[config.mk]
export PLATFORM = sky130hd
export DESIGN_NAME = hub_status_indicator_jog
export DESIGN_NICKNAME = d
export VERILOG_FILES = /design/src/core/hub_ind_pkg.sv /design/src/core/hub_status_indicator_jog.sv /design/src/core/blink_divider.sv /design/src/core/drive_lamp_eval.sv
export SDC_FILE = /design/constraint.sdc
export NUM_CORES = 1
export LEC_CHECK = 0
export ABC_CLOCK_PERIOD_IN_PS = 2300
export BUFFER_PORTS_ARGS = -buffer_cell sky130_fd_sc_hd__buf_2
export CAP_MARGIN = 20
export CORE_UTILIZATION = 40
export DETAILED_ROUTE_END_ITERATION = 10
export GPL_TIMING_DRIVEN = 0
export PLACE_DENSITY = 0.56
export SLEW_MARGIN = 5
export SYNTH_ARGS = -nofsm -noshare
export SYNTH_HDL_FRONTEND = slang
export SYNTH_SLANG_ARGS = --single-unit
[constraint.sdc]
create_clock -name clk_sys_in -period 2.3 [get_ports clk_sys_in]
set_input_delay 0.23 -clock clk_sys_in [delete_from_list [all_inputs] [get_ports clk_sys_in]]
set_output_delay 0.23 -clock clk_sys_in [all_outputs]
set_load 0.005 [all_outputs]
[src/core/hub_ind_pkg.sv]
// Purpose: Shared constants for the hub status indicator and jog block
// Assumes: 100 MHz system clock
// Notes: Blink periods are given as full on/off cycle frequencies
package hub_ind_pkg;
  localparam int CLK_HZ = 100_000_000;
  localparam int NUM_DRIVES = 8;
  localparam int SEL_W = 4;
  localparam int NUM_PORTS = 2;
  // Blink rates in Hz and signal duration in seconds
  localparam int ACT_HZ = 10;
  localparam int SLOW_HZ = 2;
  localparam int PRES_HZ = 5;
  localparam int SIGNAL_SEC = 3;
  // Half-period counts (toggle interval) derived from the clock rate
  localparam int ACT_HALF_CYC = CLK_HZ / (2 * ACT_HZ);
  localparam int SLOW_HALF_CYC = CLK_HZ / (2 * SLOW_HZ);
  localparam int PRES_HALF_CYC = CLK_HZ / (2 * PRES_HZ);
  // Signal service lasts this many slow half periods (3 s at 2 Hz)
  localparam int SIGNAL_HALVES = SIGNAL_SEC * 2 * SLOW_HZ;
  localparam logic [SEL_W-1:0] SEL_COLLECTIVE = 4'h0;
  // Jog parameter sets
  localparam logic [1:0] JOG_SET_FWD = 2'h1;
  localparam logic [1:0] JOG_SET_BACK = 2'h2;
  localparam logic [1:0] JOG_SET_NONE = 2'h0;
endpackage

[src/core/hub_status_indicator_jog.sv]
// Purpose: Lamp driving, drive selection and jog keys of the drive hub
// Assumes: All inputs synchronous to clk_sys_in; keys are debounced
// Notes: Lamp outputs are active high and registered
`timescale 1ns/100ps

// How it works
// - Eight drive ports behind one address
// - No line: link, activity lamps dark
// - Line: green lit, yellow flickers 10 Hz on activity
// - Data exchange keeps bus-fault lamp dark
// - Attached without exchange: bus-fault blinks 2 Hz
// - No network: bus-fault lamp steady
// - Watchdog, fault or diagnostic: status lamp steady
// - Signal request: status lamp 2 Hz, 3 s
// - Selector zero collective, else single drive
// - Back key jogs with second set
// - Forward key jogs with first set
// - Bus run commands only at selector zero
// - Presence test: red/green alternate 5 Hz
// - Required comm error: steady red
// - Required drive error: red plus green
// - Extra drives, no error: green 2 Hz
// - Extra drive error: red+green 2 Hz
// - Only required present: steady green
// - Single view: off, red, both, green
// - Presence test repeatable on request
module hub_status_indicator_jog #(
  parameter int NUM_DRIVES = hub_ind_pkg::NUM_DRIVES,
  parameter int NUM_PORTS = hub_ind_pkg::NUM_PORTS,
  parameter int ACT_HALF_CYC = hub_ind_pkg::ACT_HALF_CYC,
  parameter int SLOW_HALF_CYC = hub_ind_pkg::SLOW_HALF_CYC,
  parameter int PRES_HALF_CYC = hub_ind_pkg::PRES_HALF_CYC
) (
  input wire logic clk_sys_in,
  input wire logic reset_n_in,
  input wire logic [NUM_DRIVES-1:0] drive_present_in,
  input wire logic [NUM_DRIVES-1:0] drive_required_in,
  input wire logic [NUM_DRIVES-1:0] drive_comm_err_in,
  input wire logic [NUM_DRIVES-1:0] drive_err_in,
  input wire logic presence_test_in,
  input wire logic [NUM_PORTS-1:0] port_link_in,
  input wire logic [NUM_PORTS-1:0] port_activity_in,
  input wire logic net_connected_in,
  input wire logic data_exchange_in,
  input wire logic status_fault_in,
  input wire logic signal_request_in,
  input wire logic [hub_ind_pkg::SEL_W-1:0] drive_selector_in,
  input wire logic jog_back_key_in,
  input wire logic jog_forward_key_in,
  input wire logic bus_run_request_in,
  output logic [NUM_PORTS-1:0] port_link_lamp_out,
  output logic [NUM_PORTS-1:0] port_activity_lamp_out,
  output logic bus_fault_lamp_out,
  output logic status_fault_lamp_out,
  output logic rs485_red_out,
  output logic rs485_green_out,
  output logic bus_run_enable_out,
  output logic jog_start_out,
  output logic [1:0] jog_set_out,
  output logic [hub_ind_pkg::SEL_W-1:0] jog_drive_out
);
  localparam logic [4:0] SIG_HALVES = 5'(hub_ind_pkg::SIGNAL_HALVES);

  // ----------------------------------------------------------------
  // Blink sources
  // ----------------------------------------------------------------
  logic act_phase;
  logic slow_phase;
  logic slow_tog;
  logic pres_phase;

  blink_divider #(.HALF_CYC(ACT_HALF_CYC)) u_act (
    .clk_sys_in(clk_sys_in),
    .reset_n_in(reset_n_in),
    .phase_out(act_phase),
    .toggle_out()
  );
  blink_divider #(.HALF_CYC(SLOW_HALF_CYC)) u_slow (
    .clk_sys_in(clk_sys_in),
    .reset_n_in(reset_n_in),
    .phase_out(slow_phase),
    .toggle_out(slow_tog)
  );
  blink_divider #(.HALF_CYC(PRES_HALF_CYC)) u_pres (
    .clk_sys_in(clk_sys_in),
    .reset_n_in(reset_n_in),
    .phase_out(pres_phase),
    .toggle_out()
  );

  // ----------------------------------------------------------------
  // Drive summary
  // ----------------------------------------------------------------
  logic req_ce;
  logic req_de;
  logic extra_any;
  logic extra_de;

  drive_lamp_eval #(.N(NUM_DRIVES)) u_eval (
    .present_in(drive_present_in),
    .required_in(drive_required_in),
    .comm_err_in(drive_comm_err_in),
    .drive_err_in(drive_err_in),
    .req_comm_err_out(req_ce),
    .req_drive_err_out(req_de),
    .extra_present_out(extra_any),
    .extra_drive_err_out(extra_de)
  );

  // ----------------------------------------------------------------
  // Signal service timer
  // ----------------------------------------------------------------
  logic [4:0] sig_left;
  logic [4:0] next_sig_left;
  logic sig_req_d;
  logic next_sig_req_d;

  always_comb begin
    next_sig_req_d = signal_request_in;
    next_sig_left = sig_left;
    if (signal_request_in && !sig_req_d) begin
      next_sig_left = SIG_HALVES;
    end else if (slow_tog && sig_left != 5'h00) begin
      next_sig_left = sig_left - 5'h01;
    end
  end

  always_ff @(posedge clk_sys_in or negedge reset_n_in) begin
    if (!reset_n_in) begin
      sig_left <= 5'h00;
      sig_req_d <= 1'b0;
    end else begin
      sig_left <= next_sig_left;
      sig_req_d <= next_sig_req_d;
    end
  end

  // ----------------------------------------------------------------
  // Lamp selection
  // ----------------------------------------------------------------
  typedef enum logic [2:0] {
    LAMP_OFF = 3'b000,
    LAMP_RED = 3'b001,
    LAMP_BOTH = 3'b010,
    LAMP_GREEN = 3'b011,
    LAMP_ALT = 3'b100,
    LAMP_BLINK_G = 3'b101,
    LAMP_BLINK_B = 3'b110
  } lamp_mode_t;

  lamp_mode_t mode;
  logic [hub_ind_pkg::SEL_W-1:0] sel_idx;
  logic sel_in_range;
  logic s_pres;
  logic s_req;
  logic s_ce;
  logic s_de;

  assign sel_idx = drive_selector_in - 4'h1;
  assign sel_in_range = (32'(drive_selector_in) <= NUM_DRIVES);
  assign s_pres = sel_in_range & drive_present_in[sel_idx[2:0]];
  assign s_req = sel_in_range & drive_required_in[sel_idx[2:0]];
  assign s_ce = sel_in_range & drive_comm_err_in[sel_idx[2:0]];
  assign s_de = sel_in_range & drive_err_in[sel_idx[2:0]];

  // Pick the RS485 lamp mode from view and drive state
  always_comb begin
    mode = LAMP_OFF;
    if (drive_selector_in == hub_ind_pkg::SEL_COLLECTIVE) begin
      if (presence_test_in) begin
        mode = LAMP_ALT;
      end else if (req_ce) begin
        mode = LAMP_RED;
      end else if (req_de) begin
        mode = LAMP_BOTH;
      end else if (extra_any && extra_de) begin
        mode = LAMP_BLINK_B;
      end else if (extra_any) begin
        mode = LAMP_BLINK_G;
      end else begin
        mode = LAMP_GREEN;
      end
    end else begin
      if (!s_pres && !s_req) begin
        mode = LAMP_OFF;
      end else if (s_ce || !s_pres) begin
        mode = LAMP_RED;
      end else if (s_de) begin
        mode = LAMP_BOTH;
      end else begin
        mode = LAMP_GREEN;
      end
    end
  end

  // ----------------------------------------------------------------
  // Lamp registers
  // ----------------------------------------------------------------
  logic [NUM_PORTS-1:0] next_link_lamp;
  logic [NUM_PORTS-1:0] next_act_lamp;
  logic next_bf;
  logic next_sf;
  logic next_red;
  logic next_green;

  always_comb begin
    // dark without line; flicker on traffic
    next_link_lamp = port_link_in;
    next_act_lamp = port_link_in & port_activity_in & {NUM_PORTS{act_phase}};
    if (!net_connected_in) begin
      next_bf = 1'b1;
    end else if (data_exchange_in) begin
      next_bf = 1'b0;
    end else begin
      next_bf = slow_phase;
    end
    if (sig_left != 5'h00) begin
      next_sf = slow_phase;
    end else begin
      next_sf = status_fault_in;
    end
    case (mode)
      LAMP_OFF: begin
        next_red = 1'b0;
        next_green = 1'b0;
      end
      LAMP_RED: begin
        next_red = 1'b1;
        next_green = 1'b0;
      end
      LAMP_BOTH: begin
        next_red = 1'b1;
        next_green = 1'b1;
      end
      LAMP_GREEN: begin
        next_red = 1'b0;
        next_green = 1'b1;
      end
      LAMP_ALT: begin
        next_red = pres_phase;
        next_green = ~pres_phase;
      end
      LAMP_BLINK_G: begin
        next_red = 1'b0;
        next_green = slow_phase;
      end
      LAMP_BLINK_B: begin
        next_red = slow_phase;
        next_green = slow_phase;
      end
      default: begin
        next_red = 1'b0;
        next_green = 1'b0;
      end
    endcase
  end

  always_ff @(posedge clk_sys_in or negedge reset_n_in) begin
    if (!reset_n_in) begin
      port_link_lamp_out <= '0;
      port_activity_lamp_out <= '0;
      bus_fault_lamp_out <= 1'b1;
      status_fault_lamp_out <= 1'b0;
      rs485_red_out <= 1'b0;
      rs485_green_out <= 1'b0;
    end else begin
      port_link_lamp_out <= next_link_lamp;
      port_activity_lamp_out <= next_act_lamp;
      bus_fault_lamp_out <= next_bf;
      status_fault_lamp_out <= next_sf;
      rs485_red_out <= next_red;
      rs485_green_out <= next_green;
    end
  end

  // ----------------------------------------------------------------
  // Jog keys and run inhibit
  // ----------------------------------------------------------------
  logic back_d;
  logic fwd_d;
  logic next_jog_start;
  logic [1:0] next_jog_set;
  logic next_run_enable;

  // one of eight drives; key edges start jogs
  always_comb begin
    next_jog_start = 1'b0;
    next_jog_set = jog_set_out;
    next_run_enable = bus_run_request_in
        && (drive_selector_in == hub_ind_pkg::SEL_COLLECTIVE);
    if (drive_selector_in != hub_ind_pkg::SEL_COLLECTIVE && sel_in_range) begin
      if (jog_back_key_in && !back_d) begin
        next_jog_start = 1'b1;
        next_jog_set = hub_ind_pkg::JOG_SET_BACK;
      end else if (jog_forward_key_in && !fwd_d) begin
        next_jog_start = 1'b1;
        next_jog_set = hub_ind_pkg::JOG_SET_FWD;
      end
    end
  end

  always_ff @(posedge clk_sys_in or negedge reset_n_in) begin
    if (!reset_n_in) begin
      back_d <= 1'b0;
      fwd_d <= 1'b0;
      jog_start_out <= 1'b0;
      jog_set_out <= hub_ind_pkg::JOG_SET_NONE;
      jog_drive_out <= '0;
      bus_run_enable_out <= 1'b0;
    end else begin
      back_d <= jog_back_key_in;
      fwd_d <= jog_forward_key_in;
      jog_start_out <= next_jog_start;
      jog_set_out <= next_jog_set;
      jog_drive_out <= drive_selector_in;
      bus_run_enable_out <= next_run_enable;
    end
  end
endmodule // hub_status_indicator_jog

[src/core/blink_divider.sv]
// Purpose: Produces a square-wave blink phase and a toggle pulse
// Assumes: Single system clock, asynchronous active-low reset
// Notes: Phase toggles every HALF_CYC cycles
`timescale 1ns/100ps
module blink_divider #(
  parameter int HALF_CYC = 5_000_000
) (
  input wire logic clk_sys_in,
  input wire logic reset_n_in,
  output logic phase_out,
  output logic toggle_out
);
  localparam int CW = $clog2(HALF_CYC + 1);
  localparam logic [CW-1:0] LAST = CW'(HALF_CYC - 1);
  logic [CW-1:0] count;
  logic [CW-1:0] next_count;
  logic phase;
  logic next_phase;

  // Count cycles and flip the phase at each half period
  always_comb begin
    next_count = count + CW'(1);
    next_phase = phase;
    if (count == LAST) begin
      next_count = '0;
      next_phase = ~phase;
    end
  end

  always_ff @(posedge clk_sys_in or negedge reset_n_in) begin
    if (!reset_n_in) begin
      count <= '0;
      phase <= 1'b0;
    end else begin
      count <= next_count;
      phase <= next_phase;
    end
  end

  assign phase_out = phase;
  assign toggle_out = (count == LAST);
endmodule // blink_divider

[src/core/drive_lamp_eval.sv]
// Purpose: Collective RS485 lamp evaluation over all drives
// Assumes: Per-drive status inputs are steady levels
// Notes: Purely combinational summary for the main block
`timescale 1ns/100ps
module drive_lamp_eval #(
  parameter int N = 8
) (
  input wire logic [N-1:0] present_in,
  input wire logic [N-1:0] required_in,
  input wire logic [N-1:0] comm_err_in,
  input wire logic [N-1:0] drive_err_in,
  output logic req_comm_err_out,
  output logic req_drive_err_out,
  output logic extra_present_out,
  output logic extra_drive_err_out
);
  logic [N-1:0] req_ce;
  logic [N-1:0] req_de;
  logic [N-1:0] extra;
  logic [N-1:0] extra_de;

  // Per-drive classification
  for (genvar i = 0; i < N; i++) begin : g_drive
    assign req_ce[i] = required_in[i] & (comm_err_in[i] | ~present_in[i]);
    assign req_de[i] = required_in[i] & present_in[i] & ~comm_err_in[i]
                       & drive_err_in[i];
    assign extra[i] = ~required_in[i] & present_in[i];
    assign extra_de[i] = extra[i] & drive_err_in[i];
  end

  assign req_comm_err_out = |req_ce;
  assign req_drive_err_out = |req_de;
  assign extra_present_out = |extra;
  assign extra_drive_err_out = |extra_de;
endmodule // drive_lamp_eval

=== Yosys cells after proc, flatten, opt, wreduce, memory -nomap -nowiden ===
Index checks and enable logic that the tools add are counted.

* Muxes and demuxes: 32
* Reductions and logical operators: 27
* Order comparisons: 2
* $add $sub $neg: 5
* Equal/unequal tests: 9
* Bitwise operators: 89

{| class="wikitable"
|+ Operators by type and width
! cell !! count
|-
| $and A1 B1 Y1 || 52
|-
| $reduce_or A8 Y1 || 4
|-
| $not A1 Y1 || 27
|-
| $add A25 B1 Y25 const B || 1
|-
| $eq A25 B25 Y1 const B || 1
|-
| $mux W25 || 1
|-
| $add A24 B1 Y24 const B || 1
|-
| $eq A24 B24 Y1 const B || 1
|-
| $mux W24 || 1
|-
| $add A23 B1 Y23 const B || 1
|-
| $eq A23 B23 Y1 const B || 1
|-
| $mux W23 || 1
|-
| $mux W3 || 6
|-
| $bmux W1 S3 || 4
|-
| $mux W1 || 11
|-
| $mux W5 || 2
|-
| $eq A3 B3 Y1 const B || 3
|-
| $logic_and A1 B1 Y1 || 8
|-
| $mux W2 || 4
|-
| $or A1 B1 Y1 || 8
|-
| $eq A3 B2 Y1 const B || 2
|-
| $pmux W1 S3 || 2
|-
| $reduce_or A2 Y1 || 3
|-
| $logic_not A1 Y1 || 5
|-
| 12 further kinds || 14
|}

* Flip-flop bits (word level): 99
* Output and inout bits: 16
* Word-level logic and storage cells: 184
* Input bits: 50

=== Depth between registers and ports, before layout ===
Gate-level depths: netlist of the first run.

* Depth in word-level cells: 13
* Gate-level depth with buffers: 10
* Gate-level depth less buffers: 9

=== Cells and area by module ===
Synthesis of the first run repeated with hierarchy kept, for this count alone.

* Cells, all modules: 521
* Area, all modules: 5302.6 um2

{| class="wikitable"
|+ Modules (own cells, without submodules)
! module !! seq. area each (um2) !! times used !! area an instance (um2) !! cells an instance
|-
| blink_divider at u_slow || 650.6 || 1 || 1328.8 || 130
|-
| hub_status_indicator_jog || 601.8 || 1 || 1325.0 || 125
|-
| blink_divider at u_pres || 625.6 || 1 || 1211.2 || 115
|-
| blink_divider at u_act || 600.6 || 1 || 1151.1 || 111
|-
| drive_lamp_eval || 0.0 || 1 || 286.5 || 40
|}

=== Least setup slack after synthesis of the first run ===
No wires, ideal clock.

* Kind: in2reg
* Start point: in drive_selector_in[0] (netlist bit)
* End point: reg rs485_green_out
* Setup slack: 11 ps
* Library setup time: 132 ps
* Arrival: 2157 ps
* Path buffers: 1
* Required time: 2168 ps
* Stages on the path: 10
* Path through: inv_1 -> ha_1 -> xor2_1 -> buf_6 -> mux4_2 -> mux2i_4 -> nand3_1 -> a21o_1 -> o211ai_2 -> o221ai_2

* Cells in the longest elaborated chain, start to end: 12
* Elaborated cells on any way between the ends: 31
* Those cells by class: add/sub (1); order compare (1); eq/ne (5); mux (13); bitwise (4); reduce/logical (7)

{| class="wikitable"
|+ RTL lines
! what !! RTL line !! source
|-
| start: declaration || hub_status_indicator_jog.sv:47 || <nowiki>input wire logic [hub_ind_pkg::SEL_W-1:0] drive_selector_in,</nowiki>
|-
| $sub A3 B1 Y3 || hub_status_indicator_jog.sv:159 || <nowiki>assign sel_idx = drive_selector_in - 4'h1;</nowiki>
|-
| $bmux W1 S3 || hub_status_indicator_jog.sv:161 || <nowiki>assign s_pres = sel_in_range & drive_present_in[sel_idx[2:0]];</nowiki>
|-
| $mux W1 (not written as such) || hub_status_indicator_jog.sv:161 ||
|-
| $and A1 B1 Y1 || hub_status_indicator_jog.sv:161 ||
|-
| $logic_not A1 Y1 || hub_status_indicator_jog.sv:184, hub_status_indicator_jog.sv:186 ||
|-
| $logic_or A1 B1 Y1 || hub_status_indicator_jog.sv:186 || <nowiki>end else if (s_ce || !s_pres) begin</nowiki>
|-
| $mux W2 || hub_status_indicator_jog.sv:186 ||
|-
| $mux W2 || hub_status_indicator_jog.sv:184 || <nowiki>if (!s_pres && !s_req) begin</nowiki>
|-
| $mux W3 * || hub_status_indicator_jog.sv:169 || <nowiki>if (drive_selector_in == hub_ind_pkg::SEL_COLLECTIVE) begin</nowiki>
|-
| $eq A3 B3 Y1 or $eq A3 B2 Y1 (tied branches) || hub_status_indicator_jog.sv:222 || <nowiki>case (mode)</nowiki>
|-
| $reduce_or A2 Y1 (no line) || n/a ||
|-
| $pmux W1 S3 * || hub_status_indicator_jog.sv:222 ||
|-
| net next_green || hub_status_indicator_jog.sv:204 || <nowiki>logic next_green;</nowiki>
|-
| end signal: assignment || hub_status_indicator_jog.sv:272 || <nowiki>rs485_green_out <= next_green;</nowiki>
|-
| end: declaration || hub_status_indicator_jog.sv:56 || <nowiki>output logic rs485_green_out,</nowiki>
|}

The timed path passes the listed nets; every way through them passes the cells marked *. The select of a mux whose other input is x is not followed.
A chain may end at the register's enable or synchronous reset.

=== Final worst setup path of the first run ===
Ends and elaborated chain as after synthesis.

==> results of run 1 <==
## per-layer routing
| metal | vias to the layer above | part of all wire | GRT usage | routed length (um) |
|---|---|---|---|---|
| li1 | 1894 | - | - | - |
| met1 | 1834 | 0.48 | 0.228 | 4920 |
| met2 | 73 | 0.46 | 0.273 | 4730 |
| met3 | 14 | 0.045 | 0.0466 | 465 |
| met4 | 0 | 0.018 | 0.0667 | 187 |
| met5 | - | 0 | 0 | 0 |
## state kept, by name, indices dropped and copies added, names as in the netlist
register                count
fwd_d                       1
bus_run_enable_out          1
jog_set_out                 2
status_fault_lamp_out       1
bus_fault_lamp_out          1
u_slow.count               25
jog_drive_out               4
sig_left                    5
u_act.count                23
rs485_green_out             1
port_link_lamp_out          2
rs485_red_out               1
u_slow.phase_out            1
back_d                      1
port_activity_lamp_out      2
sig_req_d                   1
jog_start_out               1
u_pres.count               24
u_act.phase_out             1
u_pres.phase_out            1
## cell usage after synthesis (9+ instances only)
| master | count |
|---|---|
| xnor2_1 | 38 |
| nand3_1 | 31 |
| and3_1 | 12 |
| nand4b_1 | 9 |
| nand2_1 | 41 |
| xor2_1 | 30 |
| o21ai_0 | 13 |
| nor2_1 | 54 |
| inv_1 | 19 |
| dfrtp_1 | 98 |
| nor3_1 | 11 |
| nand4_1 | 19 |
## worst min-delay path by stage
stage | end | slack [ns] | depth (start not counted)
CTS | jog_drive_out[2]$_DFF_PN0_ | 0.000003 | 1
global route | bus_fault_lamp_out$_DFF_PN1_ | 0.03 | 2
floorplan | back_d$_DFF_PN0_ | -0.07 | 0
finish | bus_fault_lamp_out$_DFF_PN1_ | 0.03 | 2
detailed placement | jog_drive_out[0]$_DFF_PN0_ | 0.31 | 1
global placement | port_link_lamp_out[0]$_DFF_PN0_ | 0.35 | 1
## power by group
group / leakage (nW) / internal (mW) / total [mW] / switching, mW
logic: 1.31 / 0.169 / 0.352 / 0.183
registers: 1.30 / 1.76 / 1.77 / 0.00636
clock network: 0.133 / 0.740 / 1.41 / 0.671
## critical path: stages
cell and delay (ns):
buf_2 0.16, inv_2 0.10, ha_1 0.24, xor2_2 0.22, buf_6 0.16, mux4_2 0.55
mux2i_4 0.18, nand3_1 0.14, a21o_1 0.22, o211ai_2 0.08, o221ai_2 0.10
## layout by cell type, fill, tap and decap left out, types with 3 or more instances in the layout
master          n
xor2_1         29
nor4_1          5
nand3_1        31
clkbuf_16       9
o21ai_0        13
nand2b_1        4
or3_1           4
buf_4           3
o22ai_1         5
inv_1          18
dfrtp_1        98
nand4b_1        9
ha_1            7
mux4_2          3
nand2_1        41
nor4b_1         6
a21oi_1         6
a21o_1          3
nor2b_1         4
and3_1         12
dlygate4sd3_1   8
nand4_1        19
and4_1          3
mux4_1          3
xnor2_1        38
nor3_1         11
buf_2          66
nor2_1         54
nand3b_1        7
## metrics by stage
stage	cells	setup TNS, ns	hold WS (ns)
2_1_floorplan	484	0	-0.0656
5_1_grt	745	0	0.0269
6_report	745	0	0.0322
4_1_cts	742	0	0.00000347
3_5_place_dp	718	-0.806	0.309
3_3_place_gp	717	-2.48	0.348
## layout make-up
type / instances / share of cell area
clock buffers: 9 / 0.0372
repair buffers: 77 / 0.0752
flip-flops and latches: 99 / 0.409
clock inverters: 7 / 0.00889
well taps: 168 / 0.0347
multi-input cells: 360 / 0.415
plain buffers: 6 / 0.00723
inverters: 19 / 0.0118
## cell families (layout without fill, tap and decap cells)
group | count (synthesis) | after routing | synth area share
simple gates | 226 | 226 | 0.243
flops | 99 | 99 | 0.488
xor+xnor | 68 | 68 | 0.117
compound gates | 48 | 48 | 0.0704
buf+inv | 25 | 118 | 0.0224
mux | 11 | 11 | 0.0416
fa+ha+maj | 7 | 7 | 0.0172
## what timing repair did
item | 4_1_cts | 5_1_grt
gates resized for setup | 1 | 5
hold buffers | 8 | 0
pin swaps | 0 | 2
setup buffers | 0 | 3
setup endpoints to repair | 2 | 24
hold endpoints to repair | 57 | 0
==> results.cfg, run 1 <==
[synthesis]
synth.net_count = 541
ys_async_sr_fraction = 1.00
postSynthCellCount = 484
ys_seq_area_frac = 0.488
synth_area_leaders = dfrtp_1 48%, xnor2_1 6.6%, xor2_1 5.2%, nor2_1 4.0%, nand3_1 3.1%
ys.flop_type = dfrtp_1
syn_area_sq_mm = 0.00508
synth_top_area_cell = dfrtp_1
yosys_warnings = 0
synth_edf_count = 0
ys_ff_latch = 99
postSynthAreaPerCell_sq_um = 10.5
synth_top_area_share = 0.483
ys_types = 64

[clock_tree]
clkLatencyLatePin_ns = 0.35
tritoncts = yes
cts_buffer_depth = 2
numCtsBuffers = 9
clk_pin_slew_ns = 0.06
root_buffer = clkbuf_16
h-tree-depth = 3
clkSinkCount = 99

[timing]
finalSetupViolations = 0
fin_ws_ns = 0.132
skew_ns = 0.00605
finalCriticalPeriod_ns = 2.17
rsz0062_at_grt = no
hold_viol = 0
fmax_mhz = 461
finalCritPeriodShare = 0.942
drv_slew = 0
max-slew-margin-rel = 0.543
worstMarginPinSlew_ns = 0.686

[min_path]
min_from = data_exchange_in
min_path_type = primary input to flop

[critical_path]
worstPathArrival_ns = 2.39
crit_type = primary input to flop
crit_fanout = 7
start_kind = primary input
r2r-start = u_slow.count[2]$_DFF_PN0_
r2r_end = u_slow.count[21]$_DFF_PN0_
worst-endpoint-required_ns = 2.52
worstSetupEndpoint = rs485_green_out$_DFF_PN0_
r2r_slack_ns = 0.20
crit_start = drive_selector_in[0]
end_kind = flop
rr_worst_depth = 7

[floorplanning]
initial_core_util = 0.416
io_pins = 66
die_h_um = 115
fp-row-count = 40
die_w_um = 115
dieArea_sq_mm = 0.0132
coreArea_sq_mm = 0.0122

[power_and_ir_drop]
vdd_drop_max_mv = 0.366
power_density_mw_per_mm2 = 584
p_leak_nw = 2.74
power_mw = 3.53

[grt]
antenna_found_initial = 0
grt_pass1_wl_um = 17800
grt_pass1_vias = 3743
track_usage = 0.173
grt_overflow = 0
grt_max_degree = 53

[route]
drtAntennaViolNets = 0
firstDrtPassIters = 4
vias_per_cell = 5.12
drtIter0Drc = 175
routed_wl_um = 10300
num_vias = 3815
wire_per_inst_um = 13.8
drcViolationCount = 0

[finish]
design_area_sq_mm = 0.00605
finalNetCount = 629
seqCellArea_sq_mm = 0.00248
fill_cells = 1138
drive_above_1_share = 0.206
area_growth_pct = 19.1
antenna_cells = 0
multi_input_area_sq_mm = 0.00251
utilization = 0.496

[job]
cap_violations = 0

[place]
numPortBuffers = 65
dp_slack_ns = -0.412
place_congestion = 0.848
placed_area_sq_mm = 0.00565
place_hpwl_um = 7420

[status]
run_status = finished, final reports clean
No activity file was read; power rests on OpenSTA's default activity.
==> run 2, diff against run 1 <==
--- a/config.mk
+++ b/config.mk
@@ -5,7 +5,7 @@
 export SDC_FILE = /design/constraint.sdc
 export NUM_CORES = 1
 export LEC_CHECK = 0
-export ABC_CLOCK_PERIOD_IN_PS = 2300
+export ABC_CLOCK_PERIOD_IN_PS = 2100
 export BUFFER_PORTS_ARGS = -buffer_cell sky130_fd_sc_hd__buf_2
 export CAP_MARGIN = 20
 export CORE_UTILIZATION = 40
==> constraint.sdc (replaced) <==
create_clock -name clk_sys_in -period 2.1 [get_ports clk_sys_in]
set_input_delay 0.21 -clock clk_sys_in [delete_from_list [all_inputs] [get_ports clk_sys_in]]
set_output_delay 0.21 -clock clk_sys_in [all_outputs]
set_load 0.005 [all_outputs]
==> results.cfg, run 2 (synthesis gave the netlist of run 1 again) <==
[floorplanning]
die_w_um = 115
coreArea_sq_mm = 0.0122
die_h_um = 115
initial_core_util = 0.416
fp-row-count = 40
dieArea_sq_mm = 0.0132
io_pins = 66

[finish]
layout_common_cells = 98 x dfrtp_1, 66 x buf_2, 53 x nor2_1
antenna_cells = 0
final_common_cell = dfrtp_1
multi_input_area_sq_mm = 0.00259
seqCellArea_sq_mm = 0.00248
regMostFlops = u_slow.count
drive_above_1_share = 0.225
fill_cells = 1144
area_growth_pct = 21.1
largestRegisters = u_slow.count x25, u_pres.count x24, u_act.count x23
largest_register_ffs = 25
instances_no_fill = 745
finalNetCount = 629

[timing]
rsz0062_at_grt = yes
finalCriticalPeriod_ns = 2.02
fmax_mhz = 495
drv_slew = 0
max-slew-margin-rel = 0.645
worstMarginPinSlew_ns = 0.532
skew_ns = 0.00650
finalCritPeriodShare = 0.963
fin_ws_ns = 0.0784
finalSetupViolations = 0
hold_viol = 0

[critical_path]
slowest_delay_ns = 0.35
cp_slowest_cell = a221o_2
rr_worst_depth = 7
r2r_end = u_pres.count[23]$_DFF_PN0_
crit_type = primary input to flop
end_kind = flop
path_buf_inv = 4
r2r-start = u_pres.count[2]$_DFF_PN0_
crit_fanout = 7
r2r_slack_ns = 0.10
worstPathArrival_ns = 2.24
path_cells = buf_6 -> clkinvlp_4 -> ha_4 -> xor2_4 -> buf_6 -> buf_4 -> and2_2 -> a221o_2 -> a31oi_1 -> a21oi_2 -> o211ai_2 -> o221ai_2
worst-endpoint-required_ns = 2.32
start_kind = primary input
cp_common_cell = buf_6
crit_family = compound AO/OA/AOI/OAI gates

[place]
dp_slack_ns = -0.589
post-place-cells = 718
numPortBuffers = 65
place_congestion = 0.851
place_hpwl_um = 7730

[min_path]
min_path_type = primary input to flop
min_from = data_exchange_in
min_to = bus_fault_lamp_out$_DFF_PN1_
hold_path_depth = 2

[power_and_ir_drop]
p_leak_nw = 2.77
vdd_drop_max_mv = 0.467
power_density_mw_per_mm2 = 646
power_mw = 3.98

[route]
wire_per_inst_um = 14.3
drtAntennaViolNets = 0
firstDrtPassIters = 4
drtIter0Drc = 177
vias_per_cell = 5.19
routed_wl_um = 10700
num_vias = 3863
drcViolationCount = 0

[status]
run_status = finished, final reports clean

[clock_tree]
tritoncts = yes
numCtsBuffers = 9
h-tree-depth = 3
root_buffer = clkbuf_16
clkSinkCount = 99
cts_buffer_depth = 2
clkLatencyLatePin_ns = 0.34
clk_pin_slew_ns = 0.06

[job]
cap_violations = 0

[grt]
grt_overflow = 0
grt_max_degree = 61
antenna_found_initial = 0
grt_pass1_wl_um = 18300
track_usage = 0.176
grt_pass1_vias = 3900
run 2: worst max-delay path by stage:
stage,cells past startpoint,slack (ns),end,from
after floorplan,10,-0.07,rs485_green_out$_DFF_PN0_,drive_selector_in[0]
after CTS,11,0.01,rs485_green_out$_DFF_PN0_,drive_selector_in[0]
after global routing,8,-0.1,u_pres.count[20]$_DFF_PN0_,u_pres.count[0]$_DFF_PN0_
final,12,0.08,rs485_green_out$_DFF_PN0_,drive_selector_in[0]
after detailed placement,11,-0.59,rs485_green_out$_DFF_PN0_,drive_selector_in[0]
after global placement,11,-0.56,rs485_green_out$_DFF_PN0_,drive_selector_in[0]
run 2: repair_timing:
item,4_1_cts,5_1_grt
endpoints found under the setup margin,13,29
resized for setup,5,14
pin swaps,0,3
hold endpoints to repair,44,0
hold buffers,7,0
setup buffers,1,3
run 2: power by group:
group | switching (mW) | leakage (nW) | internal, mW
registers | 0.00858 | 1.30 | 1.93
logic | 0.207 | 1.34 | 0.192
clock network | 0.681 | 0.139 | 0.954
run 2: routing by layer:
layer | global-route usage | wire length [um] | vias up
met5 | 0 | 0 | -
met4 | 0.0615 | 199 | 0
met3 | 0.0381 | 384 | 15
met2 | 0.286 | 5120 | 74
met1 | 0.233 | 4980 | 1882
li1 | - | - | 1892
run 2: area by class of cell:
cell class / count / area share
clock inverters: 4 / 0.00813
plain buffers: 6 / 0.00732
inverters: 19 / 0.0122
multi-input cells: 360 / 0.420
clock buffers: 12 / 0.0400
well taps: 168 / 0.0342
repair buffers: 77 / 0.0750
flip-flops and latches: 99 / 0.403
run 2: stage by stage:
stage / utilization / TNS (ns) / instance area [sq um] / hold slack (ns)
floorplan: - / -0.137 / 5100 / -0.0856
global route: 0.504 / -0.200 / 6150 / 0.0108
global placement: 0.462 / -20.44 / 5640 / 0.330
CTS: 0.497 / 0 / 6070 / 0.000554
detailed placement: 0.464 / -1.40 / 5670 / 0.228
finish: 0.504 / 0 / 6150 / 0.0109
==> run 3, diff against run 2 <==
--- a/config.mk
+++ b/config.mk
@@ -9,6 +9,7 @@
 export BUFFER_PORTS_ARGS = -buffer_cell sky130_fd_sc_hd__buf_2
 export CAP_MARGIN = 20
 export CORE_UTILIZATION = 40
+export CTS_BUF_LIST = sky130_fd_sc_hd__clkbuf_4
 export DETAILED_ROUTE_END_ITERATION = 10
 export GPL_TIMING_DRIVEN = 0
 export PLACE_DENSITY = 0.56
==> results.cfg, run 3 (synthesis gave the netlist of run 1 again) <==
[status]
run_status = finished, final reports clean

[floorplanning]
fp-row-count = 40
io_pins = 66
initial_core_util = 0.416
die_h_um = 115
coreArea_sq_mm = 0.0122
dieArea_sq_mm = 0.0132
die_w_um = 115

[finish]
layout_common_cells = 97 x dfrtp_1, 66 x buf_2, 53 x nor2_1
largestRegisters = u_slow.count x25, u_pres.count x24, u_act.count x23
area_growth_pct = 19.3
design_area_sq_mm = 0.00606
finalNetCount = 635
drive_above_1_share = 0.221
antenna_cells = 0
regMostFlops = u_slow.count
final_common_cell = dfrtp_1
largest_register_ffs = 25

[timing]
finalSetupViolations = 0
fmax_mhz = 504
rsz0062_at_grt = no
drv_slew = 0
finalCritPeriodShare = 0.945
worstMarginPinSlew_ns = 0.534
skew_ns = 0.0148
hold_viol = 0
finalCriticalPeriod_ns = 1.98
hold_ws_ns = 0.148
max-slew-margin-rel = 0.644

[min_path]
min_from = presence_test_in
min_path_type = primary input to flop
hold_path_depth = 3
min_to = rs485_green_out$_DFF_PN0_

[route]
wire_per_inst_um = 14.4
vias_per_cell = 5.19
routed_wl_um = 10800
drtAntennaViolNets = 0
num_vias = 3896
drtIter0Drc = 153
drcViolationCount = 0
firstDrtPassIters = 5

[critical_path]
slowest_delay_ns = 0.54
crit_family = multiplexers
worst-endpoint-required_ns = 2.46
path_buf_inv = 3
rr_worst_depth = 6
crit_fanout = 10
worstPathArrival_ns = 2.35
r2r_slack_ns = 0.15
crit_type = primary input to flop
start_kind = primary input
r2r_end = u_slow.count[22]$_DFF_PN0_
path_cells = clkbuf_4 -> clkinvlp_4 -> ha_4 -> xor2_2 -> buf_6 -> mux4_2 -> mux2i_4 -> nor3b_2 -> a31oi_2 -> o21a_1 -> a2bb2oi_2
r2r-start = u_slow.count[3]$_DFF_PN0_
end_kind = flop
cp_slowest_cell = mux4_2

[place]
place_hpwl_um = 7730
place_congestion = 0.851
placed_area_sq_mm = 0.00567
numPortBuffers = 65

[grt]
grt_overflow = 0
grt_max_degree = 61
grt_pass1_wl_um = 18400
antenna_found_initial = 0
grt_pass1_vias = 3885
track_usage = 0.179

[job]
cap_violations = 0

[power_and_ir_drop]
power_mw = 3.34
power_density_mw_per_mm2 = 552
vdd_drop_max_mv = 0.327
p_leak_nw = 2.74

[clock_tree]
h-tree-depth = 3
clk_pin_slew_ns = 0.14
clkSinkCount = 99
root_buffer = clkbuf_4
cts_buffer_depth = 2
clkLatencyLatePin_ns = 0.47
tritoncts = yes
numCtsBuffers = 9
[run 3: worst reg2reg max path, stage by stage, from the launching register on]
cell	delay, ns
dfrtp_1	0.44
and4_2	0.30
and3_2	0.26
nor4b_4	0.29
nand3_2	0.15
or3_1	0.32
a21oi_1	0.14
[run 3: worst max path at each step]
stage | from | to | depth (start not counted) | slack (ns)
after floorplan | drive_selector_in[0] | rs485_green_out$_DFF_PN0_ | 10 | -0.07
after global placement | drive_selector_in[0] | rs485_green_out$_DFF_PN0_ | 11 | -0.56
after detailed placement | drive_selector_in[0] | rs485_green_out$_DFF_PN0_ | 11 | -0.59
after CTS | u_act.count[13]$_DFF_PN0_ | u_act.count[19]$_DFF_PN0_ | 5 | 0.008
after global routing | u_pres.count[14]$_DFF_PN0_ | u_pres.count[10]$_DFF_PN0_ | 6 | 0.002
final | drive_selector_in[0] | rs485_red_out$_DFF_PN0_ | 11 | 0.12
[run 3: per-layer routing]
metal	share of wire	track usage	up-vias
li1	-	-	1908
met3	0.044	0.0492	16
met4	0.018	0.0571	0
met1	0.46	0.235	1892
met2	0.48	0.287	80
met5	0	0	-
[run 3: area by class of cell]
class	instances	area, sq um
Multi-Input combinational cell	360	2590
Clock inverter	5	53.8
Buffer	6	45.0
Fill cell	1153	6150
Clock buffer	11	82.6
Inverter	19	75.1
Tap cell	168	210
Sequential cell	99	2480
Timing Repair Buffer	83	526
[run 3: where the power goes]
part | internal [mW] | total (mW) | leakage, nW | switching, mW
Sequential | 1.93 | 1.94 | 1.30 | 0.00878
Combinational | 0.192 | 0.396 | 1.37 | 0.204
Clock | 0.384 | 1.01 | 0.0705 | 0.622
Total | 2.51 | 3.34 | 2.74 | 0.834
[run 3: what timing repair did]
item	in CTS	in global routing
hold endpoints to repair	54	0
cloned	0	0
pin swaps	0	1
setup buffers	1	0
endpoints found under the setup margin	14	30
hold buffers	16	0
resized for setup	3	17
[run 3: stage by stage]
step           TNS (ns)  std cells  setup slack (ns)   util
2_1_floorplan    -0.137        484           -0.0742      -
3_3_place_gp     -20.44        717            -0.557  0.462
3_5_place_dp      -1.40        718            -0.589  0.464
4_1_cts               0        751           0.00828  0.490
5_1_grt               0        751           0.00230  0.496
6_report              0        751             0.115  0.496
